**config.mk**
```make
export PLATFORM = sky130hd
export DESIGN_NAME = cdio_top
export DESIGN_NICKNAME = d
export VERILOG_FILES = /design/src/design/cdio_pkg.sv /design/src/design/cdio_debounce.sv /design/src/design/cdio_top.sv
export SDC_FILE = /design/constraint.sdc
export NUM_CORES = 1
export LEC_CHECK = 0
export BUFFER_PORTS_ARGS = -buffer_cell sky130_fd_sc_hd__buf_2
export CORE_MARGIN = 2
export CORE_UTILIZATION = 49
export DETAILED_ROUTE_END_ITERATION = 6
export PLACE_DENSITY = 0.7
export SYNTH_ARGS = -nofsm -noshare
export SYNTH_HDL_FRONTEND = slang
export SYNTH_SLANG_ARGS = --single-unit
```
**constraint.sdc**
```tcl
create_clock -name CLK -period 2.6 [get_ports CLK]
set_input_delay 0.39 -clock CLK [delete_from_list [all_inputs] [get_ports CLK]]
set_output_delay 0.39 -clock CLK [all_outputs]
set_load 0.05 [all_outputs]
```
**src/design/cdio_pkg.sv**
```systemverilog
// Constants and types shared by the camera digital I/O block
`default_nettype none
package cdio_pkg;
	localparam int CLK_HZ = 50000000;
	localparam int TICK_NS = 1000;
	localparam int TICK_CYCLES = (TICK_NS * (CLK_HZ / 1000000)) / 1000;
	localparam int NUM_OUT = 6;
	localparam int GLITCH_W = 20;
	localparam logic [GLITCH_W-1:0] GLITCH_MAX = 20'hf4240;
	localparam logic [GLITCH_W-1:0] GLITCH_RST = 20'h00000;
	localparam int SRC_W = 3;
	localparam logic [SRC_W-1:0] SRC_OFF = 3'h0;
	localparam logic [SRC_W-1:0] SRC_FRAME = 3'h1;
	localparam logic [SRC_W-1:0] SRC_ROW = 3'h2;
	localparam logic [SRC_W-1:0] SRC_EXPO = 3'h3;
	localparam logic [SRC_W-1:0] SRC_USER = 3'h4;
	localparam logic [SRC_W-1:0] SRC_TIMER = 3'h5;
	localparam logic [SRC_W-1:0] SRC_COUNT = 3'h6;
	localparam int SEL_W = 3;
	localparam logic [SEL_W-1:0] PIN_TRIGGER = 3'h0;
	localparam logic EVT_TEST = 1'h0;
	localparam logic [15:0] EVT_ID_TEST = 16'h4e21;
	typedef enum logic [2:0] {
		CDIO_IDLE = 3'b001,
		CDIO_SEND = 3'b010,
		CDIO_WAIT = 3'b100
	} cdio_evt_state_t;
endpackage
`default_nettype wire

```
**src/design/cdio_debounce.sv**
```systemverilog
// Glitch filter for the trigger input pin
`default_nettype none
module cdio_debounce
	import cdio_pkg::*;
(
	// Clock and reset
	input wire logic clk,
	input wire logic rst,
	// Filter
	input wire logic tick,
	input wire logic [GLITCH_W-1:0] filter_time,
	input wire logic raw,
	output logic clean
);
	logic last_q;
	logic clean_q;
	logic [GLITCH_W-1:0] cnt_q;
	wire changed = raw != last_q;
	wire bypass = filter_time == GLITCH_RST;
	wire done = cnt_q >= filter_time;

	always_ff @(posedge clk) begin
		if (rst) begin
			last_q <= 1'b0;
			clean_q <= 1'b0;
			cnt_q <= GLITCH_RST;
		end else begin
			last_q <= raw;
			// Restart on any raw change so short pulses never commit
			if (bypass) begin
				clean_q <= raw; // RQ13
				cnt_q <= GLITCH_RST;
			end else if (changed) begin
				cnt_q <= GLITCH_RST; // RQ8
			end else if (raw != clean_q) begin
				if (done)
					clean_q <= raw; // RQ9
				else if (tick)
					cnt_q <= cnt_q + GLITCH_W'(1); // RQ13
			end else begin
				cnt_q <= GLITCH_RST;
			end
		end
	end
	assign clean = clean_q;
endmodule
`default_nettype wire

```
**src/design/cdio_top.sv**
```systemverilog
// Camera digital I/O: filtered trigger input, six sourced outputs, test event
// Contract
// RQ1 - First control line is input only; selecting it reports input direction.
// RQ2 - Six remaining lines are outputs only, each configured via line selection.
// RQ3 - Inversion true drives complement of the selected source, false drives it unchanged.
// RQ4 - Source off keeps the output disabled with no activity.
// RQ5 - Route frame, row, exposure, user, timer or counter source to each output.
// RQ6 - User source drives low for false and high for true.
// RQ7 - Exposure flag rises at exposure start and falls at exposure end.
// RQ8 - Input change accepted only after persisting the debounce time; shorter pulses dropped.
// RQ9 - Validated change appears delayed by the debounce time.
// RQ10 - Debounce time 0 to 1,000,000 microseconds, default zero.
// RQ11 - Event message sent only while that type's notification enable is on.
// RQ12 - Test-event command creates a test event and, if enabled, a message.
// RQ13 - Debounce is a microsecond tick counter restarted on raw change; zero bypasses.
`default_nettype none
module cdio_top
	import cdio_pkg::*;
(
	// Clock and reset
	input wire logic CLK,
	input wire logic RST,
	// Connector
	input wire logic TRIGGER_INPUT_PIN,
	output logic [cdio_pkg::NUM_OUT-1:0] OUTPUT_PINS,
	output logic [cdio_pkg::NUM_OUT-1:0] OUTPUT_PINS_OE,
	// Internal sources
	input wire logic FRAME_READOUT_FLAG,
	input wire logic ROW_TIME_FLAG,
	input wire logic EXPOSURE_START,
	input wire logic EXPOSURE_END,
	input wire logic TIMER_PULSE_SOURCE,
	input wire logic COUNTER_PULSE_SOURCE,
	// Line configuration
	input wire logic [cdio_pkg::SEL_W-1:0] PIN_SELECT,
	input wire logic CFG_WRITE,
	input wire logic [cdio_pkg::SRC_W-1:0] OUTPUT_SOURCE_SELECT,
	input wire logic OUTPUT_INVERT,
	input wire logic USER_LEVEL_VALUE,
	input wire logic [cdio_pkg::GLITCH_W-1:0] GLITCH_FILTER_TIME,
	output logic PIN_DIRECTION,
	// Status
	output logic EXPOSURE_FLAG,
	output logic TRIGGER_CLEAN,
	// Events
	input wire logic EVENT_TYPE_SELECT,
	input wire logic EVENT_MESSAGE_ENABLE,
	input wire logic TEST_EVENT_FIRE,
	input wire logic [15:0] TEST_ACK_WAIT,
	output logic EVENT_VALID,
	output logic [15:0] EVENT_ID,
	input wire logic EVENT_READY
);
	import cdio_pkg::*;

	// Pin synchroniser, first stage read only by the second
	logic trig_s1_q;
	logic trig_s2_q;
	always_ff @(posedge CLK) begin
		if (RST) begin
			trig_s1_q <= 1'b0;
			trig_s2_q <= 1'b0;
		end else begin
			trig_s1_q <= TRIGGER_INPUT_PIN;
			trig_s2_q <= trig_s1_q;
		end
	end

	// Microsecond tick
	logic [7:0] tick_cnt_q;
	wire tick = tick_cnt_q == 8'(TICK_CYCLES - 1);
	always_ff @(posedge CLK) begin
		if (RST)
			tick_cnt_q <= 8'h00;
		else if (tick)
			tick_cnt_q <= 8'h00;
		else
			tick_cnt_q <= tick_cnt_q + 8'h01;
	end

	// Filter time, clamped to the legal range
	logic [GLITCH_W-1:0] glitch_q;
	wire [GLITCH_W-1:0] glitch_d = (GLITCH_FILTER_TIME > GLITCH_MAX) ? GLITCH_MAX
		: GLITCH_FILTER_TIME;
	always_ff @(posedge CLK) begin
		if (RST)
			glitch_q <= GLITCH_RST; // RQ10
		else
			glitch_q <= glitch_d; // RQ10
	end

	logic trig_clean;
	cdio_debounce u_deb (
		.clk(CLK),
		.rst(RST),
		.tick(tick),
		.filter_time(glitch_q),
		.raw(trig_s2_q),
		.clean(trig_clean)
	);
	assign TRIGGER_CLEAN = trig_clean; // RQ9

	// Selection of the trigger pin reports input; any other pin is an output
	assign PIN_DIRECTION = PIN_SELECT != PIN_TRIGGER; // RQ1
	wire [SEL_W-1:0] out_idx = PIN_SELECT - 3'h1;
	wire sel_output = PIN_SELECT != PIN_TRIGGER && PIN_SELECT <= 3'(NUM_OUT);

	// Exposure flag
	logic expo_q;
	always_ff @(posedge CLK) begin
		if (RST)
			expo_q <= 1'b0;
		else if (EXPOSURE_START)
			expo_q <= 1'b1; // RQ7
		else if (EXPOSURE_END)
			expo_q <= 1'b0; // RQ7
	end
	assign EXPOSURE_FLAG = expo_q;

	// Per-line configuration and output drive
	logic [SRC_W-1:0] src_q [NUM_OUT];
	logic [NUM_OUT-1:0] inv_q;
	logic [NUM_OUT-1:0] pin_q;
	logic [NUM_OUT-1:0] oe_q;
	logic user_q;
	always_ff @(posedge CLK) begin
		if (RST)
			user_q <= 1'b0;
		else
			user_q <= USER_LEVEL_VALUE;
	end

	genvar g;
	generate
		for (g = 0; g < NUM_OUT; g++) begin : g_out
			logic level;
			wire wr = CFG_WRITE && sel_output && out_idx == 3'(g);
			always_comb begin
				unique case (src_q[g])
					SRC_FRAME: level = FRAME_READOUT_FLAG; // RQ5
					SRC_ROW: level = ROW_TIME_FLAG;
					SRC_EXPO: level = expo_q;
					SRC_USER: level = user_q; // RQ6
					SRC_TIMER: level = TIMER_PULSE_SOURCE;
					SRC_COUNT: level = COUNTER_PULSE_SOURCE;
					default: level = 1'b0;
				endcase
			end
			always_ff @(posedge CLK) begin
				if (RST) begin
					src_q[g] <= SRC_OFF;
					inv_q[g] <= 1'b0;
				end else if (wr) begin
					src_q[g] <= OUTPUT_SOURCE_SELECT; // RQ2
					inv_q[g] <= OUTPUT_INVERT;
				end
			end
			always_ff @(posedge CLK) begin
				if (RST) begin
					pin_q[g] <= 1'b0;
					oe_q[g] <= 1'b0;
				end else if (src_q[g] == SRC_OFF) begin
					pin_q[g] <= 1'b0; // RQ4
					oe_q[g] <= 1'b0; // RQ4
				end else begin
					pin_q[g] <= level ^ inv_q[g]; // RQ3
					oe_q[g] <= 1'b1;
				end
			end
		end
	endgenerate
	assign OUTPUT_PINS = pin_q;
	assign OUTPUT_PINS_OE = oe_q;

	// Test event: one message per fire from idle, one queued for all fires while busy, then a hold-off of the ack wait
	cdio_evt_state_t st_q;
	logic [15:0] wait_q;
	logic evt_pend_q;
	wire fire_ok = TEST_EVENT_FIRE && EVENT_MESSAGE_ENABLE
		&& EVENT_TYPE_SELECT == EVT_TEST;
	always_ff @(posedge CLK) begin
		if (RST) begin
			st_q <= CDIO_IDLE;
			wait_q <= 16'h0000;
			evt_pend_q <= 1'b0;
		end else begin
			// The first fire during send or wait is kept, not lost; later ones merge with it
			if (fire_ok && st_q != CDIO_IDLE)
				evt_pend_q <= 1'b1; // RQ12
			unique case (st_q)
				CDIO_IDLE: begin
					if (fire_ok || evt_pend_q) begin
						st_q <= CDIO_SEND; // RQ11
						evt_pend_q <= 1'b0;
					end
				end
				CDIO_SEND: begin
					if (EVENT_READY) begin
						st_q <= CDIO_WAIT;
						wait_q <= TEST_ACK_WAIT;
					end
				end
				CDIO_WAIT: begin
					if (wait_q == 16'h0000)
						st_q <= CDIO_IDLE;
					else if (tick)
						wait_q <= wait_q - 16'h0001;
				end
				default: st_q <= CDIO_IDLE;
			endcase
		end
	end
	assign EVENT_VALID = st_q == CDIO_SEND; // RQ12
	assign EVENT_ID = EVT_ID_TEST;
endmodule
`default_nettype wire
```
# [After elaboration in Yosys (flattened, before gate mapping)]
# Memory sizes are Yosys's and may differ from the RTL's.
# Index checks and enable logic that the tools add are counted.
[totals] ff_bits=92 ramBits=18 input_bits=58 output_inout_bits=32 memories=1
[classes] add_sub_neg=4 magnitude_cmp=3 n_eq_ne=54 mux=56 bitwise_logic=15 n_reduce_logical=39
[mem_list] name="src_q" depth=6 width=3 rd=6 rd_clocked_by_memory_dff=0 wr=6 line_no="cdio_top.sv:121" rtl="logic [SRC_W-1:0] src_q [NUM_OUT];"
[op_table] op="3-bit equality test, second input constant" n=21
[op_table] op="16-bit 2-to-1 mux" n=3
[op_table] op="3-bit by 2-bit equality test with 1-bit output, second input constant" n=15
[op_table] op="1-bit case mux with 6 select lines" n=6
[op_table] op="1-bit 2-to-1 mux" n=35
[op_table] op="16-bit case mux with 2 select lines" n=1
[op_table] op="3-bit 2-to-1 mux" n=9
[op_table] op="3-bit by 1-bit equality test with 1-bit output, second input constant" n=8
[op_table] op="3-bit zero test" n=7
[op_table] op="20-bit by 1-bit adder with 20-bit output, second input constant" n=1
[op_table] op="20-bit greater-or-equal comparator" n=1
[op_table] op="20-bit greater-than comparator, second input constant" n=1
[op_table] op="20-bit zero test" n=1
[op_table] op="20-bit 2-to-1 mux" n=1
[op_table] op="16-bit zero test" n=1
[op_table] op="2-bit OR reduction" n=8
[op_table] op="16-bit by 1-bit subtractor with 16-bit output, second input constant" n=1
[op_table] op="1-bit logical AND" n=11
[op_table] op="2-bit != test, second input constant" n=5
[op_table] op="3-bit case mux with 3 select lines" n=1
[op_table] op="8-bit by 1-bit adder with 8-bit output, second input constant" n=1
[op_table] op="8-bit by 6-bit equality test with 1-bit output, second input constant" n=1
[op_table] op="2-bit nonzero test" n=4
[op_table] op="1-bit bitwise OR" n=6
[op_table] op="13 further kinds" n=22

# [Depth between registers and ports, before layout]
[depth] ltp_word=8 depth_mapped=10 depth_no_buf=8

# [Modules after synthesis]
# A second synthesis with hierarchy kept.
[unflattened] cells_unflattened=680 hier_area_um2=5997.0
[by_module_without_submodules] module="cdio_top" instances=1 cells_each=447 area_each_um2=4170.2 seq_area_each_um2=1941.9
[by_module_without_submodules] module="cdio_debounce" instances=1 cells_each=233 area_each_um2=1826.8 seq_area_each_um2=440.4

# [Worst setup path after synthesis]
# OpenSTA, ideal clock, no wires.
[synth_timing] path_kind="reg-to-reg" startpoint="reg u_deb.cnt_q[0]" endpoint="reg u_deb.cnt_q[15]" t_arrival_ns=2.090 slack_ns=0.378 stages_incl_launch_ff=10 n_path_buf=1 cell_sequence="dfxtp_1 inv_1 ha_1 nand2b_1 a2111oi_0 o31ai_1 o2bb2ai_1 clkbuf_1 o311ai_1 o41ai_1"
[synth_between] elab_chain_cells=3
[synth_lines] element="start: declaration" line_no="cdio_debounce.sv:17" rtl="logic [GLITCH_W-1:0] cnt_q;"
[synth_lines] element="start signal: assignment" line_no="cdio_debounce.sv:39" rtl="cnt_q <= cnt_q + GLITCH_W'(1);"
[synth_lines] element="20-bit greater-or-equal comparator" line_no="cdio_debounce.sv:20" rtl="wire done = cnt_q >= filter_time;"
[synth_lines] element="1-bit inverter (no line)"
[synth_lines] element="2-bit AND reduction (no line)"
# Parallel ways exist; a longest one is shown, timed or not.
# A chain may end at the register's enable or synchronous reset.

# [Worst setup path after layout]
[layout_timing] startpoint="reg u_deb.cnt_q[0]" endpoint="reg u_deb.cnt_q[7]"
# The elaborated chain is that of the path after synthesis.

==> results.toml <==
[status]
status = "complete, no violations"

[timing]
fin_crit_sh_pct = 90.6
slew_headroom_pct = 55.4
setup-tns-final_ps = 0
fmaxAchievable_mhz = 424
skew_ps = 7.29
rsz0062_at_grt = "no"
finalCriticalPeriod_ps = 2360
hold_viol = 0
worst_hold_slack_ps = 243
worstMarginPinSlew_ps = 669
slew_viol_final = 0
setup_violations = 0

[clock_tree]
cts.reportedPaths.clkPinSlew_ps = 70
clock-sinks = 110
clock-root-buffer = "clkbuf_16"
cts_setup_buffers = 0
clkLatencyLatePin_ps = 350
numCtsBuffers = 9
cts.htree.levels = 3
cts_tree = "done"
clock_path_buffers = 2
cts_hold_buffers = 0

[logic_synthesis]
synth_top_area_share_pct = 31.5
synth-seq-cells = 110
synth.distinct_cells = 58
yosys_warnings = 0
synth.avg_cell_area_um2 = 8.75
yosys_most_used_dff = "dfxtp_1"
synth_top_area_cell = "dfxtp_1"
synth_edf_count = 18
postSynthCellCount = 669
ys_seq_area_share_pct = 40.7
netlist_area_um2 = 5850
async_flop_share_pct = 0
ys_top_cells_by_area = "dfxtp_1, edfxtp_1, ha_1, mux2i_1, nand2_1"

[worst_setup_path]
timing.rr.start = "u_deb.cnt_q[0]"
path_max_fanout = 10
path_class = "register to register"
end_kind = "register"
reg2regPathDepth = 9
cp_cell_sequence = "inv_1 -> ha_1 -> nand2b_1 -> a2111oi_1 -> o31ai_1 -> o2bb2ai_2 -> buf_4 -> nor3_1 -> mux2i_1"
slowest_delay_ps = 390
r2r_slack_ps = 240
cp-endpoint = "u_deb.cnt_q[7]"
crit_path_start_kind = "register"
path_delay_family = "compound AO/OA/AOI/OAI gates"
startpoint = "u_deb.cnt_q[0]"
crit_buf_inv = 2
cp_slowest_cell = "a2111oi_1"
rr_endpoint = "u_deb.cnt_q[7]"
crit_required_ps = 2880
cp_num_cells = 9
worstPathArrival_ps = 2640

[place]
dp.cells = 869
dpl.hpwl_mm = 9.51
gp_congestion = 0.864
io_buffers = 73

[grt]
grt_overflow = 0
antenna_found_initial = 0
grt_pass1_wl_mm = 21.8
grt_start_max_net_pins = 36
first_global_vias = 4784
grt_util_all_layers_pct = 21.0

[final_layout]
final_cells = 885
diodes = 0
final_layout_size_suffix_gt1_share_pct = 18.2
area_growth_pct = 12.7
nets = 820

[route]
routed_wl_mm = 12.9
route.detailed.drc = 0
post_drt_via_cell_ratio = 5.46
postRouteAntennaNets = 0
drt_iter0_markers = 283
dr.pass1.iters = 4
vias = 4828
routedWlPerCell_um = 14.6

[floorplanning]
io_pins = 90
rows = 39
die_area_um2 = 12800
fp.dieW_um = 113
coreArea_um2 = 11500
fp.dieH_um = 113
start_util_pct = 50.8

[power]
peakVddDrop_uv = 540
total_power_w = 0.00355
p_leak_nw = 2.68
powerDensity_nw_per_um2 = 538

[job]
cap_viol_max_count = 0

[hold_path]
hold_class = "input pin to register"
cell usage in the layout, fill, tap and decap left out, drive strengths merged, types with 16 or more instances in the layout:
cell / Yosys / final
or2: 20 / 20
ha: 25 / 25
dfxtp: 92 / 92
and2: 37 / 37
nor2: 43 / 43
nand2: 71 / 71
edfxtp: 18 / 18
nand4: 19 / 19
nor3: 31 / 31
buf: 22 / 86
nand2b: 16 / 16
conb: 2 / 16
a21oi: 40 / 40
mux2i: 29 / 29
inv: 35 / 37
o21ai: 26 / 26
metrics by stage:
step,worst slack (ps),utilization [%],cell area [um2]
global placement,164,54.8,6310
floorplan,378,-,5910
CTS,64.3,57.2,6590
global route,101,57.3,6600
finish,243,57.3,6600
detailed placement,87.4,54.8,6310
where the power goes:
part | leakage [nW] | total, W | internal (W) | switching [W]
Clock | 0.127 | 0.00129 | 0.000660 | 0.000629
Sequential | 0.925 | 0.00184 | 0.00180 | 0.0000475
Combinational | 1.63 | 0.000417 | 0.000152 | 0.000265
Total | 2.68 | 0.00355 | 0.00261 | 0.000942
state kept, by name (all words and copies together), names as in the netlist:
name / count
EXPOSURE_FLAG: 1
OUTPUT_PINS: 6
OUTPUT_PINS_OE: 6
evt_pend_q: 1
glitch_q: 20
inv_q: 6
src_q: 18
st_q: 3
tick_cnt_q: 8
trig_s1_q: 1
trig_s2_q: 1
u_deb.clean: 1
u_deb.cnt_q: 20
u_deb.last_q: 1
user_q: 1
wait_q: 16
cell type report:
cell class	instances	area, um2
well taps	143	179
clock buffers	11	233
flip-flops and latches	110	2380
fillers	1061	4920
clock inverters	5	41.3
repair buffers	86	463
multi-input cells	495	3170
inverters	35	131
synthesized netlist by cell type (5+ instances only):
| cell type | instances |
|---|---|
| dfxtp_1 | 92 |
| nand2_1 | 71 |
| nor2_1 | 43 |
| a21oi_1 | 40 |
| and2_1 | 37 |
| inv_1 | 35 |
| nor3_1 | 31 |
| mux2i_1 | 29 |
| ha_1 | 25 |
| clkbuf_1 | 21 |
| or2_2 | 20 |
| nand4_1 | 19 |
| edfxtp_1 | 18 |
| buf_4 | 16 |
| nand2b_1 | 16 |
| nand3_1 | 15 |
| o21ai_1 | 14 |
| nor4_1 | 12 |
| o21ai_0 | 12 |
| and3_1 | 10 |
| nor2b_1 | 9 |
| o21bai_1 | 7 |
| o31ai_1 | 7 |
| xnor2_1 | 7 |
| mux4_2 | 6 |
| xor2_1 | 5 |
tightest hold or removal path, cell delays in order:
cell	delay, ps
buf_2	80
a21oi_1	30
nor2_1	60
per-layer routing:
layer,global-route usage (%),wire length (um),share of wire [%],up-vias
li1,-,-,-,2443
met1,25.0,5510,43,2233
met2,36.9,6480,50,129
met3,5.62,680,5.3,23
met4,6.99,216,1.7,0
met5,0,0,0,-
worst min path at each step:
stage	from	endpoint	slack, ps	depth (start not counted)
after floorplan	trig_s1_q	trig_s2_q	410	1
after global placement	trig_s1_q	trig_s2_q	420	1
after detailed placement	trig_s1_q	trig_s2_q	420	1
after CTS	EXPOSURE_START	EXPOSURE_FLAG	230	3
after global routing	EXPOSURE_START	EXPOSURE_FLAG	240	3
final	EXPOSURE_START	EXPOSURE_FLAG	240	3
kinds of logic (layout without fill, tap and decap cells):
logic type / after synthesis / in the layout / share of synthesized area [%]
adder cells (fa/ha/maj): 25 / 25 / 5.34
flip-flops: 110 / 110 / 40.7
AND/OR/NAND/NOR: 296 / 296 / 26.6
buffers and inverters: 78 / 137 / 6.22
multiplexers: 35 / 35 / 7.27
XOR/XNOR: 12 / 12 / 1.80
AO/OA/AOI/OAI: 111 / 111 / 12.0
other: 2 / 16 / 0.128
repair_timing:
action,CTS,global route
gates resized for setup,0,2
endpoints found under the setup margin,0,11
hold endpoints to repair,0,0
Power figures use the tool's default switching activity.
